$ cat src/logic/pcl_pkg.sv
`default_nettype none
package pcl_pkg;
    // bus geometry
    localparam int ADDR_W = 8;
    localparam int DATA_W = 32;
    localparam int POS_W = 32;
    localparam int NUM_AXES = 12;
    localparam int NUM_HW = 5;
    localparam int NUM_IN = 16;
    localparam int NUM_EV = 4;
    // register byte offsets
    localparam logic [ADDR_W-1:0] CTRL_OFS = 8'h00;
    localparam logic [ADDR_W-1:0] CFG_OFS = 8'h04;
    localparam logic [ADDR_W-1:0] STAT_OFS = 8'h08;
    localparam logic [ADDR_W-1:0] RISE_OFS = 8'h0C;
    localparam logic [ADDR_W-1:0] FALL_OFS = 8'h10;
    localparam logic [ADDR_W-1:0] IRQ_STAT_OFS = 8'h14;
    localparam logic [ADDR_W-1:0] IRQ_CLR_OFS = 8'h18;
    localparam logic [ADDR_W-1:0] IRQ_EN_OFS = 8'h1C;
    // control register bits
    localparam int CTRL_START_BIT = 0;
    localparam int CTRL_ABORT_BIT = 1;
    localparam int CFG_W = 20;
    // status register fields
    localparam int ST_DONE_BIT = 0;
    localparam int ST_BUSY_BIT = 1;
    localparam int ST_ACTIVE_BIT = 2;
    localparam int ST_ABORT_BIT = 3;
    localparam int ST_ERR_BIT = 4;
    localparam int ST_TOUCH_LSB = 5;
    localparam int ST_ECODE_LSB = 16;
    // interrupt event bits
    localparam int EV_LATCH = 0;
    localparam int EV_DONE = 1;
    localparam int EV_ERR = 2;
    localparam int EV_ABORT = 3;
    // selector limits and modes
    localparam logic [3:0] MAX_AXIS = 4'hB;
    localparam logic [2:0] MAX_HW_AXIS = 3'h4;
    localparam logic [2:0] MAX_MODE = 3'h6;
    localparam logic [2:0] MODE_HSC_SINGLE = 3'h0;
    localparam logic [2:0] MODE_HSC_CONT = 3'h1;
    localparam logic [2:0] MODE_HSC_ARMED = 3'h2;
    localparam logic [2:0] MODE_ENC_SINGLE = 3'h3;
    localparam logic [2:0] MODE_ENC_CONT = 3'h4;
    localparam logic [2:0] MODE_NET_SINGLE = 3'h5;
    localparam logic [2:0] MODE_NET_CONT = 3'h6;
    localparam logic [1:0] TOUCH_MAX = 2'h3;
    // error codes
    localparam logic [15:0] ERR_NONE = 16'h0000;
    localparam logic [15:0] ERR_MODE = 16'h0001;
    localparam logic [15:0] ERR_AXIS = 16'h0002;
    localparam logic [15:0] ERR_HW_AXIS = 16'h0003;
    // axi responses
    localparam logic [1:0] RESP_OKAY = 2'h0;
    localparam logic [1:0] RESP_SLVERR = 2'h2;
    // capture configuration, laid out as the config register
    typedef struct packed {
        logic [2:0] hw_axis;
        logic [3:0] axis;
        logic [2:0] mode;
        logic trigger_edge_select;
        logic arm_edge_select;
        logic [3:0] arm_input_select;
        logic [3:0] trigger_input_select;
    } pcl_cfg_t;
endpackage : pcl_pkg
`default_nettype wire

$ cat src/logic/pcl_position_capture_latch.sv
// How it works
// - start rising edge begins capture, samples config
// - trigger selector 0-15 picks one input
// - arming selector used only in mode 2
// - arming edge: false falling, true rising
// - trigger edge: 0 falling, 1 rising
// - modes 0 to 6 select behaviour
// - axis picks counter or latched axis
// - hardware axis 0-4 supplies encoder position
// - done flag on finish, modes 0,3
// - busy and in-control while capture runs
// - failure sets error flag and code
// - modes 2,4 count latches 0 to 3
// - rising setting writes rise result
// - falling setting writes fall result
// - single honours first edge, continuous every
// - mode 2 needs arm edge per trigger
//
// Decided for this implementation: the AXI4-Lite register port and the register addresses.
`default_nettype none
module pcl_position_capture_latch (
    // clock and reset
    input wire logic aclk,
    input wire logic aresetn,
    // axi4-lite write address and data
    input wire logic [pcl_pkg::ADDR_W-1:0] s_axi_awaddr,
    input wire logic s_axi_awvalid,
    output logic s_axi_awready,
    input wire logic [pcl_pkg::DATA_W-1:0] s_axi_wdata,
    input wire logic [3:0] s_axi_wstrb,
    input wire logic s_axi_wvalid,
    output logic s_axi_wready,
    // axi4-lite write response
    output logic [1:0] s_axi_bresp,
    output logic s_axi_bvalid,
    input wire logic s_axi_bready,
    // axi4-lite read
    input wire logic [pcl_pkg::ADDR_W-1:0] s_axi_araddr,
    input wire logic s_axi_arvalid,
    output logic s_axi_arready,
    output logic [pcl_pkg::DATA_W-1:0] s_axi_rdata,
    output logic [1:0] s_axi_rresp,
    output logic s_axi_rvalid,
    input wire logic s_axi_rready,
    // digital inputs, bank one low byte, bank two high byte
    input wire logic [pcl_pkg::NUM_IN-1:0] din,
    // position sources
    input wire logic [pcl_pkg::NUM_AXES*pcl_pkg::POS_W-1:0] hsc_count,
    input wire logic [pcl_pkg::NUM_HW*pcl_pkg::POS_W-1:0] enc_pos,
    // interrupt
    output logic irq
);
    typedef enum logic [0:0] {PCL_IDLE, PCL_RUN} pcl_state_t;

    logic wr_do;
    logic [pcl_pkg::ADDR_W-1:0] aw_addr_ff;
    logic [pcl_pkg::DATA_W-1:0] w_data_ff;
    logic [3:0] w_strb_ff;
    logic aw_got_ff, w_got_ff;
    logic start_ff, start_d_ff, abort_cmd_ff;
    logic [pcl_pkg::CFG_W-1:0] cfg_reg_ff;
    pcl_pkg::pcl_cfg_t cfg_ff;
    logic [pcl_pkg::NUM_IN-1:0] s1_ff, s2_ff, s3_ff, lvl_ff, lvl_d_ff;
    logic [pcl_pkg::NUM_IN-1:0] nxt_lvl;
    pcl_state_t state_ff;
    logic done_ff, busy_ff, active_ff, aborted_ff, err_ff, armed_ff;
    logic [15:0] error_code_ff;
    logic [1:0] touched_ff;
    logic signed [pcl_pkg::POS_W-1:0] rise_latched_pos_ff;
    logic signed [pcl_pkg::POS_W-1:0] fall_latched_pos_ff;
    logic [pcl_pkg::NUM_EV-1:0] ev_ff, irq_stat_ff, irq_en_ff;
    logic start_rise, trig_hit, arm_hit, single_mode;
    logic [pcl_pkg::POS_W-1:0] cap_pos;
    logic [15:0] cfg_err;
    pcl_pkg::pcl_cfg_t new_cfg;

    // byte-lane write merge
    function automatic logic [31:0] merge(input logic [31:0] old,
            input logic [31:0] data, input logic [3:0] strb);
        logic [31:0] r;
        r = old;
        for (int i = 0; i < 4; i++) begin
            if (strb[i]) begin
                r[i*8 +: 8] = data[i*8 +: 8];
            end
        end
        return r;
    endfunction

    // edge of a filtered input
    function automatic logic edge_hit(input logic [15:0] cur,
            input logic [15:0] prev, input logic [3:0] sel,
            input logic rising);
        return rising ? (cur[sel] & ~prev[sel]) : (~cur[sel] & prev[sel]);
    endfunction

    // pick one word out of a flat bus
    function automatic logic [31:0] pick(input logic [383:0] bus,
            input logic [3:0] idx);
        return bus[idx*32 +: 32];
    endfunction

    assign wr_do = aw_got_ff & w_got_ff & ~s_axi_bvalid;

    // write channels in either order
    always_ff @(posedge aclk) begin
        if (!aresetn) begin
            s_axi_awready <= 1'b1;
            s_axi_wready <= 1'b1;
            s_axi_bvalid <= 1'b0;
            s_axi_bresp <= pcl_pkg::RESP_OKAY;
            aw_got_ff <= 1'b0;
            w_got_ff <= 1'b0;
            aw_addr_ff <= '0;
            w_data_ff <= '0;
            w_strb_ff <= '0;
        end else begin
            if (s_axi_awvalid && s_axi_awready) begin
                aw_got_ff <= 1'b1;
                aw_addr_ff <= s_axi_awaddr;
                s_axi_awready <= 1'b0;
            end
            if (s_axi_wvalid && s_axi_wready) begin
                w_got_ff <= 1'b1;
                w_data_ff <= s_axi_wdata;
                w_strb_ff <= s_axi_wstrb;
                s_axi_wready <= 1'b0;
            end
            if (wr_do) begin
                aw_got_ff <= 1'b0;
                w_got_ff <= 1'b0;
                s_axi_bvalid <= 1'b1;
                case (aw_addr_ff)
                    pcl_pkg::CTRL_OFS, pcl_pkg::CFG_OFS,
                    pcl_pkg::IRQ_CLR_OFS, pcl_pkg::IRQ_EN_OFS: begin
                        s_axi_bresp <= pcl_pkg::RESP_OKAY;
                    end
                    default: s_axi_bresp <= pcl_pkg::RESP_SLVERR;
                endcase
            end
            if (s_axi_bvalid && s_axi_bready) begin
                s_axi_bvalid <= 1'b0;
                s_axi_awready <= 1'b1;
                s_axi_wready <= 1'b1;
            end
        end
    end

    // software registers
    always_ff @(posedge aclk) begin
        if (!aresetn) begin
            start_ff <= 1'b0;
            abort_cmd_ff <= 1'b0;
            cfg_reg_ff <= '0;
            irq_en_ff <= '0;
        end else begin
            abort_cmd_ff <= 1'b0;
            if (wr_do && aw_addr_ff == pcl_pkg::CTRL_OFS) begin
                start_ff <= w_strb_ff[0] ? w_data_ff[pcl_pkg::CTRL_START_BIT]
                    : start_ff;
                abort_cmd_ff <= w_strb_ff[0]
                    & w_data_ff[pcl_pkg::CTRL_ABORT_BIT];
            end
            if (wr_do && aw_addr_ff == pcl_pkg::CFG_OFS) begin
                cfg_reg_ff <= pcl_pkg::CFG_W'(merge({12'h0, cfg_reg_ff},
                    w_data_ff, w_strb_ff));
            end
            if (wr_do && aw_addr_ff == pcl_pkg::IRQ_EN_OFS) begin
                irq_en_ff <= pcl_pkg::NUM_EV'(merge({28'h0, irq_en_ff},
                    w_data_ff, w_strb_ff));
            end
        end
    end

    // read channel, one outstanding read
    always_ff @(posedge aclk) begin
        if (!aresetn) begin
            s_axi_arready <= 1'b1;
            s_axi_rvalid <= 1'b0;
            s_axi_rdata <= '0;
            s_axi_rresp <= pcl_pkg::RESP_OKAY;
        end else if (s_axi_arvalid && s_axi_arready) begin
            s_axi_arready <= 1'b0;
            s_axi_rvalid <= 1'b1;
            s_axi_rresp <= pcl_pkg::RESP_OKAY;
            case (s_axi_araddr)
                pcl_pkg::CTRL_OFS: s_axi_rdata <= {31'h0, start_ff};
                pcl_pkg::CFG_OFS: s_axi_rdata <= {12'h0, cfg_reg_ff};
                pcl_pkg::STAT_OFS: begin
                    s_axi_rdata <= '0;
                    s_axi_rdata[pcl_pkg::ST_DONE_BIT] <= done_ff;
                    s_axi_rdata[pcl_pkg::ST_BUSY_BIT] <= busy_ff;
                    s_axi_rdata[pcl_pkg::ST_ACTIVE_BIT] <= active_ff;
                    s_axi_rdata[pcl_pkg::ST_ABORT_BIT] <= aborted_ff;
                    s_axi_rdata[pcl_pkg::ST_ERR_BIT] <= err_ff;
                    s_axi_rdata[pcl_pkg::ST_TOUCH_LSB +: 2] <= touched_ff;
                    s_axi_rdata[pcl_pkg::ST_ECODE_LSB +: 16] <= error_code_ff;
                end
                pcl_pkg::RISE_OFS: s_axi_rdata <= rise_latched_pos_ff;
                pcl_pkg::FALL_OFS: s_axi_rdata <= fall_latched_pos_ff;
                pcl_pkg::IRQ_STAT_OFS: s_axi_rdata <= {28'h0, irq_stat_ff};
                pcl_pkg::IRQ_EN_OFS: s_axi_rdata <= {28'h0, irq_en_ff};
                pcl_pkg::IRQ_CLR_OFS: s_axi_rdata <= '0;
                default: begin
                    s_axi_rdata <= '0;
                    s_axi_rresp <= pcl_pkg::RESP_SLVERR;
                end
            endcase
        end else if (s_axi_rvalid && s_axi_rready) begin
            s_axi_rvalid <= 1'b0;
            s_axi_arready <= 1'b1;
        end
    end

    // three-stage sync; a level is taken once stages two and three agree
    assign nxt_lvl = (s2_ff & s3_ff) | (lvl_ff & (s2_ff ^ s3_ff));
    always_ff @(posedge aclk) begin
        if (!aresetn) begin
            s1_ff <= '0;
            s2_ff <= '0;
            s3_ff <= '0;
            lvl_ff <= '0;
            lvl_d_ff <= '0;
        end else begin
            s1_ff <= din;
            s2_ff <= s1_ff;
            s3_ff <= s2_ff;
            lvl_ff <= nxt_lvl;
            lvl_d_ff <= lvl_ff;
        end
    end

    // edge decode on the sampled selections
    always_comb begin
        start_rise = start_ff & ~start_d_ff;
        trig_hit = edge_hit(lvl_ff, lvl_d_ff, cfg_ff.trigger_input_select,
            cfg_ff.trigger_edge_select);
        arm_hit = edge_hit(lvl_ff, lvl_d_ff, cfg_ff.arm_input_select,
            cfg_ff.arm_edge_select);
        single_mode = cfg_ff.mode == pcl_pkg::MODE_HSC_SINGLE
            || cfg_ff.mode == pcl_pkg::MODE_ENC_SINGLE
            || cfg_ff.mode == pcl_pkg::MODE_NET_SINGLE;
        if (cfg_ff.mode <= pcl_pkg::MODE_HSC_ARMED) begin
            cap_pos = pick(hsc_count, cfg_ff.axis);
        end else begin
            cap_pos = pick({224'h0, enc_pos}, {1'b0, cfg_ff.hw_axis});
        end
    end

    // configuration check at start
    always_comb begin
        new_cfg = pcl_pkg::pcl_cfg_t'(cfg_reg_ff);
        cfg_err = pcl_pkg::ERR_NONE;
        if (new_cfg.mode > pcl_pkg::MAX_MODE) begin
            cfg_err = pcl_pkg::ERR_MODE;
        end else if (new_cfg.mode <= pcl_pkg::MODE_ENC_CONT
                && new_cfg.axis > pcl_pkg::MAX_AXIS) begin
            cfg_err = pcl_pkg::ERR_AXIS;
        end else if (new_cfg.mode >= pcl_pkg::MODE_ENC_SINGLE
                && new_cfg.hw_axis > pcl_pkg::MAX_HW_AXIS) begin
            cfg_err = pcl_pkg::ERR_HW_AXIS;
        end
    end

    // capture sequencer
    always_ff @(posedge aclk) begin
        if (!aresetn) begin
            state_ff <= PCL_IDLE;
            start_d_ff <= 1'b0;
            cfg_ff <= '0;
            done_ff <= 1'b0;
            busy_ff <= 1'b0;
            active_ff <= 1'b0;
            aborted_ff <= 1'b0;
            err_ff <= 1'b0;
            armed_ff <= 1'b0;
            error_code_ff <= pcl_pkg::ERR_NONE;
            touched_ff <= '0;
            rise_latched_pos_ff <= '0;
            fall_latched_pos_ff <= '0;
            ev_ff <= '0;
        end else begin
            start_d_ff <= start_ff;
            ev_ff <= '0;
            case (state_ff)
                PCL_IDLE: begin
                    if (!start_ff) begin
                        done_ff <= 1'b0;
                        aborted_ff <= 1'b0;
                        err_ff <= 1'b0;
                    end
                    if (start_rise) begin
                        cfg_ff <= new_cfg;
                        done_ff <= 1'b0;
                        aborted_ff <= 1'b0;
                        armed_ff <= 1'b0;
                        touched_ff <= '0;
                        error_code_ff <= cfg_err;
                        if (cfg_err != pcl_pkg::ERR_NONE) begin
                            err_ff <= 1'b1;
                            ev_ff[pcl_pkg::EV_ERR] <= 1'b1;
                        end else begin
                            err_ff <= 1'b0;
                            busy_ff <= 1'b1;
                            active_ff <= 1'b1;
                            state_ff <= PCL_RUN;
                        end
                    end
                end
                PCL_RUN: begin
                    if (abort_cmd_ff || start_rise) begin
                        aborted_ff <= 1'b1;
                        busy_ff <= 1'b0;
                        active_ff <= 1'b0;
                        ev_ff[pcl_pkg::EV_ABORT] <= 1'b1;
                        state_ff <= PCL_IDLE;
                    end else begin
                        if (cfg_ff.mode == pcl_pkg::MODE_HSC_ARMED
                                && arm_hit) begin
                            armed_ff <= 1'b1;
                        end
                        if (trig_hit && (armed_ff
                                || cfg_ff.mode != pcl_pkg::MODE_HSC_ARMED)) begin
                            armed_ff <= 1'b0;
                            ev_ff[pcl_pkg::EV_LATCH] <= 1'b1;
                            if (cfg_ff.trigger_edge_select) begin
                                rise_latched_pos_ff <= cap_pos;
                            end else begin
                                fall_latched_pos_ff <= cap_pos;
                            end
                            // latch count wraps 3 to 0
                            if (cfg_ff.mode == pcl_pkg::MODE_HSC_ARMED
                                    || cfg_ff.mode == pcl_pkg::MODE_ENC_CONT) begin
                                touched_ff <= (touched_ff == pcl_pkg::TOUCH_MAX)
                                    ? 2'h0 : touched_ff + 2'h1;
                            end
                            // single mode ends on first edge
                            if (single_mode) begin
                                busy_ff <= 1'b0;
                                active_ff <= 1'b0;
                                state_ff <= PCL_IDLE;
                                // done in modes 0 and 3
                                if (cfg_ff.mode != pcl_pkg::MODE_NET_SINGLE) begin
                                    done_ff <= 1'b1;
                                    ev_ff[pcl_pkg::EV_DONE] <= 1'b1;
                                end
                            end
                        end
                    end
                end
                default: state_ff <= PCL_IDLE;
            endcase
        end
    end

    // sticky interrupt status, set wins over clear
    always_ff @(posedge aclk) begin
        if (!aresetn) begin
            irq_stat_ff <= '0;
            irq <= 1'b0;
        end else begin
            if (wr_do && aw_addr_ff == pcl_pkg::IRQ_CLR_OFS && w_strb_ff[0]) begin
                irq_stat_ff <= (irq_stat_ff & ~w_data_ff[pcl_pkg::NUM_EV-1:0])
                    | ev_ff;
            end else begin
                irq_stat_ff <= irq_stat_ff | ev_ff;
            end
            irq <= |(irq_stat_ff & irq_en_ff);
        end
    end
endmodule : pcl_position_capture_latch
`default_nettype wire

$ cat config.mk
export PLATFORM = sky130hd
export DESIGN_NAME = pcl_position_capture_latch
export DESIGN_NICKNAME = d
export VERILOG_FILES = /design/src/logic/pcl_pkg.sv /design/src/logic/pcl_position_capture_latch.sv
export SDC_FILE = /design/constraint.sdc
export NUM_CORES = 1
export LEC_CHECK = 0
export ABC_AREA = 1
export BUFFER_PORTS_ARGS = -buffer_cell sky130_fd_sc_hd__buf_2
export CORE_AREA = 3 3 259 261
export CTS_BUF_LIST = sky130_fd_sc_hd__clkbuf_4 sky130_fd_sc_hd__clkbuf_8 sky130_fd_sc_hd__clkbuf_16
export CTS_CLUSTER_DIAMETER = 200
export DETAILED_ROUTE_END_ITERATION = 16
export DIE_AREA = 0 0 262 264
export PLACE_DENSITY = 0.49
export SYNTH_ARGS = -nofsm -noshare
export SYNTH_HDL_FRONTEND = slang
export SYNTH_SLANG_ARGS = --single-unit
$ cat constraint.sdc
create_clock -name aclk -period 1.88 [get_ports aclk]
set_input_delay 0.094 -clock aclk [delete_from_list [all_inputs] [get_ports aclk]]
set_output_delay 0.094 -clock aclk [all_outputs]
set_load 0.01 [all_outputs]
==> results.toml <==
[status]
outcome = "finished, violations left"
violations = "setup timing"

[clock_tree]
clk_latency_ps = 510
cts_tree = "yes"
h-tree-depth = 2
clock_sinks = 282
cts_buffers = 35
max-clock-path-buffers = 3
cts-root-buf = "clkbuf_16"
clk_pin_slew_worst_paths_ps = 60

[setup_path]
path_class = "flop to flop"
cp_num_buf_inv = 3
slowest_delay_ps = 390
crit_slowest_cell = "dfxtp_4"
crit_path_cell_trace = "clkbuf_16, clkbuf_16, nor2_1, o22ai_1, o211ai_1, nand2_1, o21ai_1, inv_1, nand3_1, a21oi_1"
r2r_cells = 10
crit_fanout = 19
critPathLaunchType = "flop"
cpMostUsedCell = "clkbuf_16"
timing.rr.end = "fall_latched_pos_ff[2]"
cp.required_ps = 2280
crit_start = "cfg_ff[13]"
r2r_start = "cfg_ff[13]"
end_kind = "flop"
cp_data_arrival_time_ps = 2380
cp_top_family = "compound AO/OA/AOI/OAI gates"
rrSetupSlack_ps = -100

[yosys]
synth_area_leaders = "dfxtp_1, nand2_1, o21ai_0"
synth.top_cell.area_share_pct = 35.1
ys_types = 41
synth_top_area_cell = "dfxtp_1"
syn_inst = 2515
yosysSeqAreaShare_pct = 35.1
syn_area_sq_mm = 0.0161
synth-seq-cells = 282
syn_avg_cell_area_sq_um = 6.40
ys_warn_count = 0

[cells_and_area]
num-fill-cells = 7196
layout-area-overhead-vs-synth_pct = 53.6
fin_nets = 3942
drive_gt1_share_pct = 32.8

[timing]
min_period_ps = 1980
hold_violations = 0
drv_slew = 0
slew_headroom_pct = 57.2
skew_ps = 10.0
fin_setup_tns_ps = -2200
fmax_mhz = 504
setup_ws_ps = -103
setup_viol = 56
period_share_pct = 105
worstMarginPinSlew_ps = 635
grt_setup_unrepaired = "yes"

[grt]
grt_overflow = 0
grt_pass1_vias = 20000
grt_pass1_wl_mm = 143
antenna_found_initial = 92
grt_usage_pct = 28.9
grt_start_max_net_pins = 69

[detailed_routing]
wl_mm = 106
wire_per_inst_um = 25.1
final_antenna_net_count = 0
drt_iter0_drc = 1790
via_per_inst = 4.98
drc = 0
first_pass_iters = 5
vias = 21100

[worst_hold_path]
hold_depth = 4
hp-class = "input port to flop"
hp-start = "s_axi_araddr[3]"
min_to = "s_axi_rresp[1]"

[place]
pre_cts_slack_ps = -207
dp_hpwl_mm = 85.4
port_buffers = 645
gp_congestion = 0.993

[pwr]
p_per_area_mw_per_mm2 = 608
ir_drop_uv = 487
power_leakage_nw = 11.4

[die]
core_area_sq_mm = 0.0647
io_pins = 661
die_area_sq_mm = 0.0692
rows = 93
die_h_um = 264
die_x_um = 262
start_util_pct = 24.9

[job]
drv_cap = 0
## area by class of cell
| cell class | count | area, sq um | share of cell area, % |
|---|---|---|---|
| Multi-Input combinational cell | 1779 | 9160 | 37.0 |
| Timing Repair Buffer | 942 | 6480 | 26.2 |
| Sequential cell | 282 | 5660 | 22.9 |
| Tap cell | 855 | 1070 | 4.33 |
| Clock buffer | 51 | 1070 | 4.32 |
| Inverter | 266 | 1020 | 4.14 |
| Antenna cell | 60 | 150 | 0.607 |
| Clock inverter | 8 | 118 | 0.476 |
## state kept, by name, indices dropped and copies added (netlist names), 2 cells and up
name / count
cfg_ff: 20
cfg_reg_ff: 20
s3_ff: 16
touched_ff: 2
irq_en_ff: 4
s1_ff: 16
ev_ff: 4
w_data_ff: 20
rise_latched_pos_ff: 32
error_code_ff: 2
s2_ff: 16
aw_addr_ff: 8
lvl_ff: 16
w_strb_ff: 3
lvl_d_ff: 16
s_axi_rdata: 32
irq_stat_ff: 4
fall_latched_pos_ff: 32
## through the flow
stage / cell area, sq um / hold slack (ps) / instances / utilization, % / power [mW]
5_1_grt: 24700 / 97.5 / 4231 / 38.2 / 15.6
4_1_cts: 23700 / 12.6 / 4158 / 36.6 / 15.2
6_report: 24700 / 40.9 / 4243 / 38.2 / 15.0
3_5_place_dp: 21800 / 278 / 4045 / 33.6 / 8.07
3_3_place_gp: 21800 / 277 / 4045 / 33.6 / 8.08
2_1_floorplan: 16100 / 192 / 2516 / - / 6.90
## cells by family after synthesis
group | count (synthesis) | share of synthesized area, %
and+or+nand+nor | 1000 | 25.0
buffers and inverters | 455 | 11.3
other | 1 | 0.0233
DFF | 282 | 35.1
AOI/OAI and AO/OA | 760 | 27.2
adders and majority gates | 17 | 1.32
## how the worst max path moves through the flow
stage	cells past startpoint	to	slack, ps
after floorplan	14	fall_latched_pos_ff[11]	130
after global placement	8	rise_latched_pos_ff[11]	-210
after detailed placement	8	rise_latched_pos_ff[11]	-210
after CTS	10	fall_latched_pos_ff[10]	-70
after global routing	14	rise_latched_pos_ff[22]	-220
final	10	fall_latched_pos_ff[2]	-100
## routing by layer
metal	part of all wire [%]	vias up	track usage, %	routed length [um]
met1	38	9817	33.6	41000
met5	0.14	-	0	147
met4	6.5	22	19.8	6910
met3	7.1	284	6.00	7540
li1	-	10000	-	-
met2	48	978	47.4	50900
## cells in the mapped netlist
master and count:
inv_2 6, a32o_1 8, nor3_1 10, o21ai_0 328
nor2_2 2, a211oi_1 6, o211ai_1 38, nor2_1 344
inv_4 1, a21oi_2 15, buf_1 11, or3_1 1
a22o_1 7, a221oi_1 2, nand3_4 1, nand2_2 3
or2_0 1, o22ai_1 64, nand2_1 471, a311oi_1 1
buf_4 3, o2111ai_1 2, a22oi_1 1, ha_1 17
clkinv_1 12, a31oi_1 2, a32oi_1 6, o21a_1 1
buf_6 8, conb_1 1, dfxtp_1 282, nor4_4 1
a21oi_1 220, clkbuf_1 131, a221o_1 13, inv_1 247
nand4_1 4, nand3_1 162, o221ai_1 41, buf_2 36
o21ai_1 5
## power by group
group / switching [mW] / leakage (nW) / internal, mW
clock network: 2.57 / 0.594 / 4.34
logic: 1.06 / 8.56 / 0.893
registers: 0.0617 / 2.29 / 6.09
## timing repair
item	in CTS	in global routing
hold buffers	52	0
pin swaps	2	58
buffers inserted	0	11
hold endpoints to repair	62	0
gates cloned	2	14
setup endpoints to repair	60	87
gates resized for setup	50	143
## cell usage in the layout (no fill, tap or decap), types with 48 or more instances in the layout
| cell | instances |
|---|---|
| dfxtp_1 | 277 |
| nor2_1 | 328 |
| nand2_1 | 439 |
| buf_4 | 170 |
| clkbuf_16 | 48 |
| diode_2 | 60 |
| inv_1 | 245 |
| dlygate4sd3_1 | 52 |
| o22ai_1 | 56 |
| a21oi_1 | 207 |
| buf_2 | 644 |
| nand3_1 | 147 |
| o21ai_0 | 294 |
## tightest hold or removal path: cells and delay by family
| kind | cells | cell delay, ps |
|---|---|---|
| simple gates | 2 | 190 |
| buf+inv | 1 | 120 |
| compound gates | 1 | 80 |
Note: power is estimated with default switching activity, not from simulation.
